--- src/rtl/tlbd_consts.vh ---
// Function
// - line loop returns network rx, dte still fed
// - line loop in master timing uses network timing
// - payload loop inside framer, dte cut off
// - dte gets local all-ones during payload loop
// - aggregate loop returns dte tx, network still fed
// - aggregate loop in network timing uses master
// - network loops set status and network indicator
// - remote csu loop sends loop-up request
// - remote dsu loop sends loop-up request
// - local bidirectional loop at dte port
// - dte loops set status and dte indicator
// - remote standard loop uses standard loop-up code
// - remote vendor loop uses proprietary loop-up code
// - bit test sends 511 or quasi-random pattern
// - pattern in all slots or dte slots only
// - bit test keeps network rx to dte
// - bit test lights network indicator, status on
// - bit test reports sync, errors, seconds, rate
// - error insert flips one bit; reset restarts
`ifndef TLBD_CONSTS_VH
`define TLBD_CONSTS_VH

// ****************************************
// register offsets
// ****************************************
`define TLBD_ADDR_CTRL    12'h000
`define TLBD_ADDR_STATUS  12'h004
`define TLBD_ADDR_ERRCNT  12'h008
`define TLBD_ADDR_SECS    12'h00C
`define TLBD_ADDR_BER     12'h010
`define TLBD_ADDR_SLOTS   12'h014

// ****************************************
// control field positions
// ****************************************
`define TLBD_CTRL_MODE_LSB  0
`define TLBD_CTRL_MODE_MSB  3
`define TLBD_CTRL_QRSS      4
`define TLBD_CTRL_DTEBW     5
`define TLBD_CTRL_MASTER    6
`define TLBD_CTRL_ERRINS    8
`define TLBD_CTRL_BRESET    9

// ****************************************
// mode codes
// ****************************************
`define TLBD_MODE_NONE     4'h0
`define TLBD_MODE_LINE     4'h1
`define TLBD_MODE_PAYLOAD  4'h2
`define TLBD_MODE_AGGR     4'h3
`define TLBD_MODE_RCSU     4'h4
`define TLBD_MODE_RDSU     4'h5
`define TLBD_MODE_BIDIR    4'h6
`define TLBD_MODE_RSTD     4'h7
`define TLBD_MODE_RVEND    4'h8
`define TLBD_MODE_BERT     4'h9

// ****************************************
// loop-up request codes
// ****************************************
`define TLBD_REQ_NONE   3'h0
`define TLBD_REQ_CSU    3'h1
`define TLBD_REQ_DSU    3'h2
`define TLBD_REQ_STD    3'h3
`define TLBD_REQ_VEND   3'h4

// ****************************************
// timing and frame
// ****************************************
`define TLBD_CLK_HZ        25000000
`define TLBD_SLOTS         24
`define TLBD_BITS_PER_SLOT 8
`define TLBD_SYNC_BITS     9
`define TLBD_LOSS_ERRS     16

`endif

--- src/rtl/tlbd_diag.v ---
`timescale 1ns/1ps
`default_nettype none
`include "tlbd_consts.vh"

module tlbd_diag #(
  parameter SEC_CYCLES = `TLBD_CLK_HZ
) (
  // clock, reset, enable
  input  wire        core_clk,
  input  wire        rstn,
  input  wire        clk_en,
  // apb slave
  input  wire        psel,
  input  wire        penable,
  input  wire        pwrite,
  input  wire [11:0] paddr,
  input  wire [31:0] pwdata,
  output reg  [31:0] prdata,
  output reg         pready,
  output reg         pslverr,
  // network side bit stream
  input  wire        net_rx_bit,
  input  wire        net_bit_stb,
  output reg         net_tx_bit,
  // dte side bit stream
  input  wire        dte_tx_bit,
  output reg         dte_rx_bit,
  // front-end loop controls
  output reg         fe_line_loop,
  output reg         fe_aggr_loop,
  // timing and indicators
  output reg         use_master_timing,
  output reg         network_side_test_indicator,
  output reg         terminal_side_test_indicator,
  output reg  [2:0]  loop_up_req
);

  // ****************************************
  // pin synchronisers
  // ****************************************
  reg [1:0] s_rx;
  reg [1:0] s_dte;
  reg [1:0] s_stb;
  reg       stb_d;
  wire      rx   = s_rx[1];
  wire      dtx  = s_dte[1];
  wire      bstb = s_stb[1] & ~stb_d;

  always @(posedge core_clk) begin
    if (!rstn) begin
      s_rx  <= 2'h0;
      s_dte <= 2'h0;
      s_stb <= 2'h0;
      stb_d <= 1'b0;
    end else if (clk_en) begin
      s_rx  <= {s_rx[0], net_rx_bit};
      s_dte <= {s_dte[0], dte_tx_bit};
      s_stb <= {s_stb[0], net_bit_stb};
      stb_d <= s_stb[1];
    end
  end

  // ****************************************
  // registers
  // ****************************************
  reg [3:0]  mode;
  reg        qrss;
  reg        dte_bw;
  reg        cfg_master;
  reg [23:0] dte_slots;
  reg        err_req;
  reg        gen_rst;
  reg [31:0] err_cnt;
  reg [31:0] secs;
  reg [31:0] bits_cnt;
  reg        in_sync;
  wire       bert_on = (mode == `TLBD_MODE_BERT);
  wire       apb_wr  = psel & penable & pwrite & pready;
  wire       apb_rd  = psel & ~penable & ~pwrite;
  wire       addr_ok = (paddr == `TLBD_ADDR_CTRL) |
                       (paddr == `TLBD_ADDR_STATUS) |
                       (paddr == `TLBD_ADDR_ERRCNT) |
                       (paddr == `TLBD_ADDR_SECS) |
                       (paddr == `TLBD_ADDR_BER) |
                       (paddr == `TLBD_ADDR_SLOTS);
  reg [31:0] rd_mux;
  reg        err_done;

  always @* begin
    case (paddr)
      `TLBD_ADDR_CTRL:   rd_mux = {22'h000000, gen_rst, err_req, 1'b0,
                                   cfg_master, dte_bw, qrss, mode};
      `TLBD_ADDR_STATUS: rd_mux = {28'h0000000, in_sync, bert_on,
                                   terminal_side_test_indicator,
                                   network_side_test_indicator};
      `TLBD_ADDR_ERRCNT: rd_mux = err_cnt;
      `TLBD_ADDR_SECS:   rd_mux = secs;
      `TLBD_ADDR_BER:    rd_mux = bits_cnt;
      `TLBD_ADDR_SLOTS:  rd_mux = {8'h00, dte_slots};
      default:           rd_mux = 32'h00000000;
    endcase
  end

  // no wait state: setup cycle latches read data, first access cycle answers
  always @(posedge core_clk) begin
    if (!rstn) begin
      prdata     <= 32'h00000000;
      pready     <= 1'b0;
      pslverr    <= 1'b0;
      mode       <= `TLBD_MODE_NONE;
      qrss       <= 1'b0;
      dte_bw     <= 1'b0;
      cfg_master <= 1'b0;
      dte_slots  <= 24'h000000;
      err_req    <= 1'b0;
      gen_rst    <= 1'b0;
    end else if (clk_en) begin
      pready  <= psel & ~penable;
      pslverr <= psel & ~penable & ~addr_ok;
      if (apb_rd)
        prdata <= rd_mux;
      if (err_done)
        err_req <= 1'b0;
      gen_rst <= 1'b0;
      if (apb_wr && paddr == `TLBD_ADDR_CTRL) begin
        mode       <= pwdata[`TLBD_CTRL_MODE_MSB:`TLBD_CTRL_MODE_LSB];
        qrss       <= pwdata[`TLBD_CTRL_QRSS];
        dte_bw     <= pwdata[`TLBD_CTRL_DTEBW];
        cfg_master <= pwdata[`TLBD_CTRL_MASTER];
        if (pwdata[`TLBD_CTRL_ERRINS])
          err_req <= 1'b1;
        gen_rst <= pwdata[`TLBD_CTRL_BRESET];
      end
      if (apb_wr && paddr == `TLBD_ADDR_SLOTS)
        dte_slots <= pwdata[23:0];
    end
  end

  // ****************************************
  // frame position
  // ****************************************
  reg [2:0] bit_pos;
  reg [4:0] slot;
  reg       rx_hit;
  wire slot_hit = ~dte_bw | dte_slots[slot];

  always @(posedge core_clk) begin
    if (!rstn) begin
      bit_pos <= 3'h0;
      slot    <= 5'h00;
      rx_hit  <= 1'b0;
    end else if (clk_en && bstb) begin
      bit_pos <= bit_pos + 3'h1;
      rx_hit  <= slot_hit;
      if (bit_pos == 3'h7)
        slot <= (slot == 5'd23) ? 5'h00 : slot + 5'h01;
    end
  end

  // ****************************************
  // pattern generator and checker
  // ****************************************
  reg  [19:0] gen;
  reg  [19:0] chk;
  reg  [3:0]  good_run;
  reg  [4:0]  bad_run;
  reg  [4:0]  fill;
  wire gen_fb  = qrss ? (gen[19] ^ gen[16]) : (gen[8] ^ gen[4]);
  wire chk_fb  = qrss ? (chk[19] ^ chk[16]) : (chk[8] ^ chk[4]);
  wire gen_bit = gen_fb ^ err_req;
  wire bad     = rx ^ chk_fb;
  // stale stages from an earlier run must not fake a sync
  wire loaded  = qrss ? (fill == 5'h14) : (fill >= 5'h09);
  wire tick    = clk_en & bstb & bert_on & slot_hit;
  // looped bits come back one bit time late, so receive uses the
  // previous bit's slot; a longer line delay would need a framer
  wire rtick   = clk_en & bstb & bert_on & rx_hit;

  always @(posedge core_clk) begin
    if (!rstn) begin
      gen      <= 20'hFFFFF;
      chk      <= 20'h00000;
      good_run <= 4'h0;
      bad_run  <= 5'h00;
      fill     <= 5'h00;
      in_sync  <= 1'b0;
      err_cnt  <= 32'h00000000;
      bits_cnt <= 32'h00000000;
      err_done <= 1'b0;
    end else if (clk_en) begin
      err_done <= 1'b0;
      if (gen_rst || !bert_on) begin
        gen      <= 20'hFFFFF;
        in_sync  <= 1'b0;
        good_run <= 4'h0;
        bad_run  <= 5'h00;
        fill     <= 5'h00;
        err_cnt  <= 32'h00000000;
        bits_cnt <= 32'h00000000;
      end else begin
        if (tick) begin
          gen      <= {gen[18:0], gen_fb};
          err_done <= err_req;
        end
        if (rtick) begin
          chk <= {chk[18:0], in_sync ? chk_fb : rx};
          if (!in_sync) begin
            if (fill != 5'h14)
              fill <= fill + 5'h01;
            good_run <= (bad || !loaded) ? 4'h0 : good_run + 4'h1;
            if (loaded && !bad && good_run == `TLBD_SYNC_BITS - 1)
              in_sync <= 1'b1;
          end else begin
            bits_cnt <= bits_cnt + 32'h1;
            if (bad) begin
              err_cnt <= err_cnt + 32'h1;
              bad_run <= bad_run + 5'h01;
              if (bad_run == `TLBD_LOSS_ERRS - 1) begin
                in_sync  <= 1'b0;
                good_run <= 4'h0;
                bad_run  <= 5'h00;
                fill     <= 5'h00;
              end
            end else
              bad_run <= 5'h00;
          end
        end
      end
    end
  end

  // ****************************************
  // elapsed seconds
  // ****************************************
  reg [31:0] sec_div;
  always @(posedge core_clk) begin
    if (!rstn) begin
      sec_div <= 32'h00000000;
      secs    <= 32'h00000000;
    end else if (clk_en) begin
      if (gen_rst || !bert_on) begin
        sec_div <= 32'h00000000;
        secs    <= 32'h00000000;
      end else if (sec_div == SEC_CYCLES - 1) begin
        sec_div <= 32'h00000000;
        secs <= secs + 32'h1;
      end else
        sec_div <= sec_div + 32'h1;
    end
  end

  // ****************************************
  // path control
  // ****************************************
  always @(posedge core_clk) begin
    if (!rstn) begin
      net_tx_bit                   <= 1'b1;
      dte_rx_bit                   <= 1'b1;
      fe_line_loop                 <= 1'b0;
      fe_aggr_loop                 <= 1'b0;
      use_master_timing            <= 1'b0;
      network_side_test_indicator  <= 1'b0;
      terminal_side_test_indicator <= 1'b0;
      loop_up_req                  <= `TLBD_REQ_NONE;
    end else if (clk_en) begin
      net_tx_bit        <= dtx;
      dte_rx_bit        <= rx;
      fe_line_loop      <= 1'b0;
      fe_aggr_loop      <= 1'b0;
      use_master_timing <= cfg_master;
      loop_up_req       <= `TLBD_REQ_NONE;
      network_side_test_indicator <= (mode >= `TLBD_MODE_LINE &&
                                      mode <= `TLBD_MODE_RDSU) | bert_on;
      terminal_side_test_indicator <= (mode >= `TLBD_MODE_BIDIR &&
                                       mode <= `TLBD_MODE_RVEND);
      case (mode)
        `TLBD_MODE_LINE: begin
          fe_line_loop      <= 1'b1;
          net_tx_bit        <= rx;
          use_master_timing <= 1'b0;
        end
        `TLBD_MODE_PAYLOAD: begin
          net_tx_bit <= rx;
          dte_rx_bit <= 1'b1;
        end
        `TLBD_MODE_AGGR: begin
          fe_aggr_loop      <= 1'b1;
          dte_rx_bit        <= dtx;
          use_master_timing <= 1'b1;
        end
        `TLBD_MODE_RCSU:  loop_up_req <= `TLBD_REQ_CSU;
        `TLBD_MODE_RDSU:  loop_up_req <= `TLBD_REQ_DSU;
        `TLBD_MODE_BIDIR: begin
          net_tx_bit <= rx;
          dte_rx_bit <= dtx;
        end
        `TLBD_MODE_RSTD:  loop_up_req <= `TLBD_REQ_STD;
        `TLBD_MODE_RVEND: loop_up_req <= `TLBD_REQ_VEND;
        `TLBD_MODE_BERT: begin
          net_tx_bit <= slot_hit ? gen_bit : dtx;
          dte_rx_bit <= rx;
        end
        default: begin
          net_tx_bit <= dtx;
        end
      endcase
    end
  end

endmodule

`default_nettype wire

--- config.mk ---
export PLATFORM = sky130hd
export DESIGN_NAME = tlbd_diag
export DESIGN_NICKNAME = d
export VERILOG_FILES = /design/src/rtl/tlbd_diag.v
export VERILOG_INCLUDE_DIRS = /design/src /design/src/rtl
export SDC_FILE = /design/constraint.sdc
export NUM_CORES = 1
export LEC_CHECK = 0
export CAP_MARGIN = 20
export CORE_MARGIN = 1
export CORE_UTILIZATION = 45
export CTS_CLUSTER_SIZE = 40
export DETAILED_ROUTE_END_ITERATION = 8
export DONT_BUFFER_PORTS = 1
export GPL_ROUTABILITY_DRIVEN = 1
export HOLD_SLACK_MARGIN = 0.15
export PLACE_DENSITY = 0.67
export SYNTH_ARGS = -nofsm -noshare
export SYNTH_HDL_FRONTEND = slang
export SYNTH_SLANG_ARGS = --single-unit
--- constraint.sdc ---
create_clock -name core_clk -period 3.4 [get_ports core_clk]
set_input_delay 0 -clock core_clk [delete_from_list [all_inputs] [get_ports core_clk]]
set_output_delay 0 -clock core_clk [all_outputs]
set_load 0.05 [all_outputs]
# After elaboration in Yosys (flattened, before gate mapping)

Cells that the tools add are included.
W data, S select, Z words.

Equal/unequal tests: 23
Divide/modulo/power cells: 0
Shift-type cells: 0
Reductions and logical operators: 33
Bitwise logic cells: 30
Muxes and demuxes: 57
Add/subtract/negate cells: 9
$mul: 0
Order comparisons: 6

Operators with widths:

| operator                | number |
|---|---|
| $mux W32                | 11 |
| $pmux W32 S6            | 1 |
| $add A32 B1 Y32 const B | 4 |
| $mux W5                 | 12 |
| $mux W20                | 2 |
| $eq A32 B25 Y1 const B  | 1 |
| $eq A12 B4 Y1 const B   | 2 |
| $eq A12 B5 Y1 const B   | 2 |
| $mux W4                 | 6 |
| $mux W1                 | 20 |
| $eq A4 B3 Y1 const B    | 4 |
| $add A5 B1 Y5 const B   | 3 |
| $reduce_and A2 Y1       | 7 |
| $eq A12 B3 Y1 const B   | 1 |
| $eq A4 B4 Y1 const B    | 3 |
| $logic_not A12 Y1       | 1 |
| $pmux W3 S4             | 1 |
| $and A1 B1 Y1           | 11 |
| $eq A5 B5 Y1 const B    | 2 |
| $reduce_bool A2 Y1      | 5 |
| $eq A4 B2 Y1 const B    | 2 |
| $reduce_and A4 Y1       | 2 |
| $logic_and A1 B1 Y1     | 7 |
| $or A1 B1 Y1            | 7 |
| other kinds (24)        | 41 |

Input bits: 53
Bits in latches: 0
Memories: 0
Memory bits (read-only): 0
Register bits after elaboration: 277
Word-level logic and storage cells: 194
Output and inout bits: 44
Bits in writable memories: 0

# Longest topological paths before layout

Word-level depth: 10
Depth in mapped cells: 10
Depth with buffers taken out: 8

# Least setup slack after synthesis

Ideal clock, no wire load.

Kind: register to register
Start: register secs[4]
End: register secs[31]
Slack: 1.185 ns
Library setup time: 0.070 ns
Path buffers: 1
Period minus slack after synthesis: 2.215 ns
Stages on the path, launching flop included: 7
Arrival: 2.144 ns
Data required time: 3.330 ns
Cells stage by stage: dfxtp_1 > nand4_2 > or4b_4 > or3_1 > buf_2 > or4_1 > a21oi_1

Word-level cells in the longest chain between the ends: 3

Ends and longest elaborated chain:

| item                     | line            | source |
|---|---|---|
| start: declaration       | tlbd_diag.v:74  | `reg [31:0] secs;` |
| start signal: assignment | tlbd_diag.v:246 | `secs <= secs + 32'h1;` |
| $add A32 B1 Y32          | tlbd_diag.v:246 |  |
| $mux W32                 | tlbd_diag.v:244 | `end else if (sec_div == SEC_CYCLES - 1) begin` |
| $mux W32                 | tlbd_diag.v:241 | `if (gen_rst \|\| !bert_on) begin` |

Every way passes these cells. The select of a mux whose other input is x is not followed.
A chain may end at the register's enable or synchronous reset.

# Worst setup path after layout

Start: register pready
End: register dte_slots[14]

Word-level cells in the longest chain between the ends: 3

Ends and longest elaborated chain:

| item                          | line            | source |
|---|---|---|
| start: declaration            | tlbd_diag.v:19  | `output reg pready,` |
| start signal: assignment      | tlbd_diag.v:118 | `pready <= psel & ~penable;` |
| $and A1 B1 Y1                 | tlbd_diag.v:78  | `wire apb_wr = psel & penable & pwrite & pready;` |
| $logic_and A1 B1 Y1 (no line) | --              |  |
| $reduce_and A2 Y1 (no line)   | --              |  |
| end signal: assignment        | tlbd_diag.v:135 | `dte_slots <= pwdata[23:0];` |
| end: declaration              | tlbd_diag.v:70  | `reg [23:0] dte_slots;` |

Every way passes these cells.

==> impl_metrics.toml <==
[run_status]
status = "complete, no violations"

[critical_path]
reg2reg_slack_ns = 0.32
r2r-start = "pready"
cp.required_ns = 3.83
critPathLaunchType = "register"
critPathArrivalTime_ns = 3.51
r2r_cells = 6
reg2reg_to = "dte_slots[14]"
cp_max_fo = 24
endpoint_kind = "register"
crit_type = "reg2reg"

[synthesis]
synth_area_leaders = "dfxtp_1 (43%), mux2i_1 (6.6%), nor2_1 (6.0%), nand2_1 (4.9%), a21oi_1 (3.6%)"
yosys.area_share.simple = 0.2494
muxShareOfSynthArea = 0.08810
netlist_area_um2 = 12980
synth.most_common_cell = "dfxtp_1"
synth_cell_types = 66
synth_commonest_cells = "dfxtp_1 (277), nor2_1 (206), nand2_1 (170)"
ys_seq_area_frac = 0.4272
synth_ff_type = "dfxtp_1"
synth_top_family_by_area = "simple AND/OR/NAND/NOR gates"
async_flop_share = 0
ys_seq_elements = 277
synth-compound-area-share = 0.1262
syn_area_per_cell_um2 = 8.467
synth_top_area_frac = 0.4272
synth_fa_ha_area_frac = 0.01253
syn_inst = 1533
synth_edf_count = 0
ys_warn_count = 0
synth_nets = 1599
synthXorXnorAreaFrac = 0.06005
synth_area_leader_cell = "dfxtp_1"

[sta]
finalSetupTns_ns = 0
fin_crit_sh = 0.9051
worst_pin_slew_ns = 1.098
drv_slew = 0
finalHoldViolations = 0
skew_ns = 0.02186
period_minus_slack_ns = 3.077
setup_viol = 0
max_slew_margin = 0.2643
rsz0062_at_grt = "false"
fmax_mhz = 325.0
setup_ws_ns = 0.3227

[clocking]
htree_levels = 1
numCtsBuffers = 30
cts_tree = "done"
ctsResizeCount = 0
clk_path_buf_depth = 3
clkSinkCount = 277
clk_pin_slew_ns = 0.06
clock_latency_ns = 0.56
cts_root_buffer = "clkbuf_16"

[detailed_routing]
wl_met1_um = 15200
drtIter0Drc = 1191
num_vias = 11470
dr_wl_met2_um = 15920
vias_per_cell = 5.818
ant_nets = 0
drc = 0
wirelength_um = 35380
wire_per_inst_um = 17.94
firstDrtPassIters = 8
dr_wl_met3_um = 3109
dr.max_layer_used = "met5"

[final_layout]
syn_to_final_growth_pct = 15.97
multi_input_area_um2 = 6980
nNetsFinal = 1635
drive_gt1_frac = 0.07345
finalInstanceArea_um2 = 15050
fillers = 2615
regArea_um2 = 5545
fin_util = 0.5360

[run]
drv_cap = 0

[power]
p_clk_frac = 0.486
leakage_uw = 0.004852
ir_drop_mv = 0.3700
power_density_nw_per_um2 = 456.2
switching_power_uw = 1509
seq_power_share = 0.481
internal_power_uw = 5358
swShare = 0.2198
p_comb_frac = 0.032

[global_route]
grt_overflow = 0
grt_pass1_vias = 10530
grt_max_degree = 50
grt_pass1_wl_um = 55730
grt_usage = 0.2396
antenna_found_initial = 2

[floorplan]
io_pins = 97
die_w_um = 171.8
num_rows = 61
dieHeight_um = 171.8
initial_utilization = 0.4621
die-area_um2 = 29530
core_area_um2 = 28090

[place]
io_buffers = 0
gp_routability_congestion = 0.8683
post_dp_cell_area_um2 = 13330
dp_hpwl_um = 23960
dpl_worst_slack_ns = 0.5916

[hold_path]
min-delay-start = "net_bit_stb"
hold_class = "in2reg"
holdPathStages = 3
min_to = "s_stb[0]"
==> registers in the layout (all words and copies together) (netlist names), 20 cells and up <==
register,cells
sec_div,32
dte_slots,24
secs,32
chk,20
bits_cnt,32
gen,20
err_cnt,32
prdata,32
==> worst max path at each step <==
| stage | startpoint | endpoint | slack (ns) | cells past startpoint |
|---|---|---|---|---|
| 6_report | pready | dte_slots[14] | 0.32 | 6 |
| 5_1_grt | pready | dte_slots[12] | 0.25 | 6 |
| 4_1_cts | pready | gen_rst | 0.09 | 7 |
| 3_5_place_dp | slot[2] | gen[17] | 0.59 | 6 |
| 3_3_place_gp | slot[2] | gen[12] | 0.68 | 6 |
| 2_1_floorplan | secs[4] | secs[31] | 1.19 | 6 |
==> metrics by stage <==
step                      total power (uW)  instances  hold slack (ns)
after floorplan                       3491       1533           0.1441
after detailed placement              3515       1848          0.07372
after global routing                  7061       1971           0.1653
after global placement                3512       1848          0.06687
after CTS                             6903       1968           0.1514
final                                 6868       1972           0.1521
==> repair_timing <==
action	4_1_cts	5_1_grt
hold buffers	64	1
setup buffers	0	2
endpoints found under the hold margin	239	1
setup endpoints to repair	0	1
==> cells by family after synthesis <==
family | count (synthesis)
XOR/XNOR | 89
flip-flops | 277
buffers and inverters | 123
AND/OR/NAND/NOR | 665
multiplexers | 107
AO/OA/AOI/OAI | 259
adder cells (fa/ha/maj) | 13
==> power by group through the flow <==
stage	clock [uW]	sequential, uW	combinational (uW)
2_1_floorplan	0	3370	120
4_1_cts	3380	3310	218
3_3_place_gp	0	3380	135
5_1_grt	3520	3310	239
3_5_place_dp	0	3380	137
6_report	3340	3310	223
==> metal layers <==
metal,global-route usage,up-vias
li1,-,5551
met1,0.3163,5379
met2,0.3832,458
met3,0.05269,84
met4,0.08542,2
met5,0,-
==> placed cells by master (no fill, tap or decap), drive strengths merged, types with 3 or more instances in the layout <==
cell         instances
nand2b               9
a222oi              20
clkbuf              48
nor4b                7
o21a                 3
a211oi               4
nand2              170
o211ai               9
a21oi               94
nor2b                7
mux2i               85
nand4b               3
o311ai               3
or3                 22
dfxtp              277
a31oi                7
xor2                43
buf                 32
nand4               43
mux4                 4
a22oi                8
nor3                31
nor4                17
ha                  13
clkinv               5
mux2                18
a221oi               9
and2                13
and3                22
nand3               70
o31ai               18
nor2               206
inv                 32
and4                 8
dlygate4sd3         62
or4                 24
xnor2               46
o21ai               66
==> area by class of cell <==
cell class                      instances  share of cell area
Multi-Input combinational cell       1133              0.4637
Antenna cell                            1           0.0001662
Inverter                               33            0.008312
Clock inverter                          8            0.006566
Sequential cell                       277              0.3684
Tap cell                              378             0.03142
Timing Repair Buffer                   94             0.05968
Clock buffer                           48             0.06176
==> worst max-delay path, stage by stage (launching register included) <==
cell           delay, ns
dfxtp_1             0.65
and3_1              0.24
nand3_1             0.24
nor2_4              0.82
mux2i_1             0.33
dlygate4sd3_1       0.61
nor2_1              0.04
(Power assumes the default switching activity.)
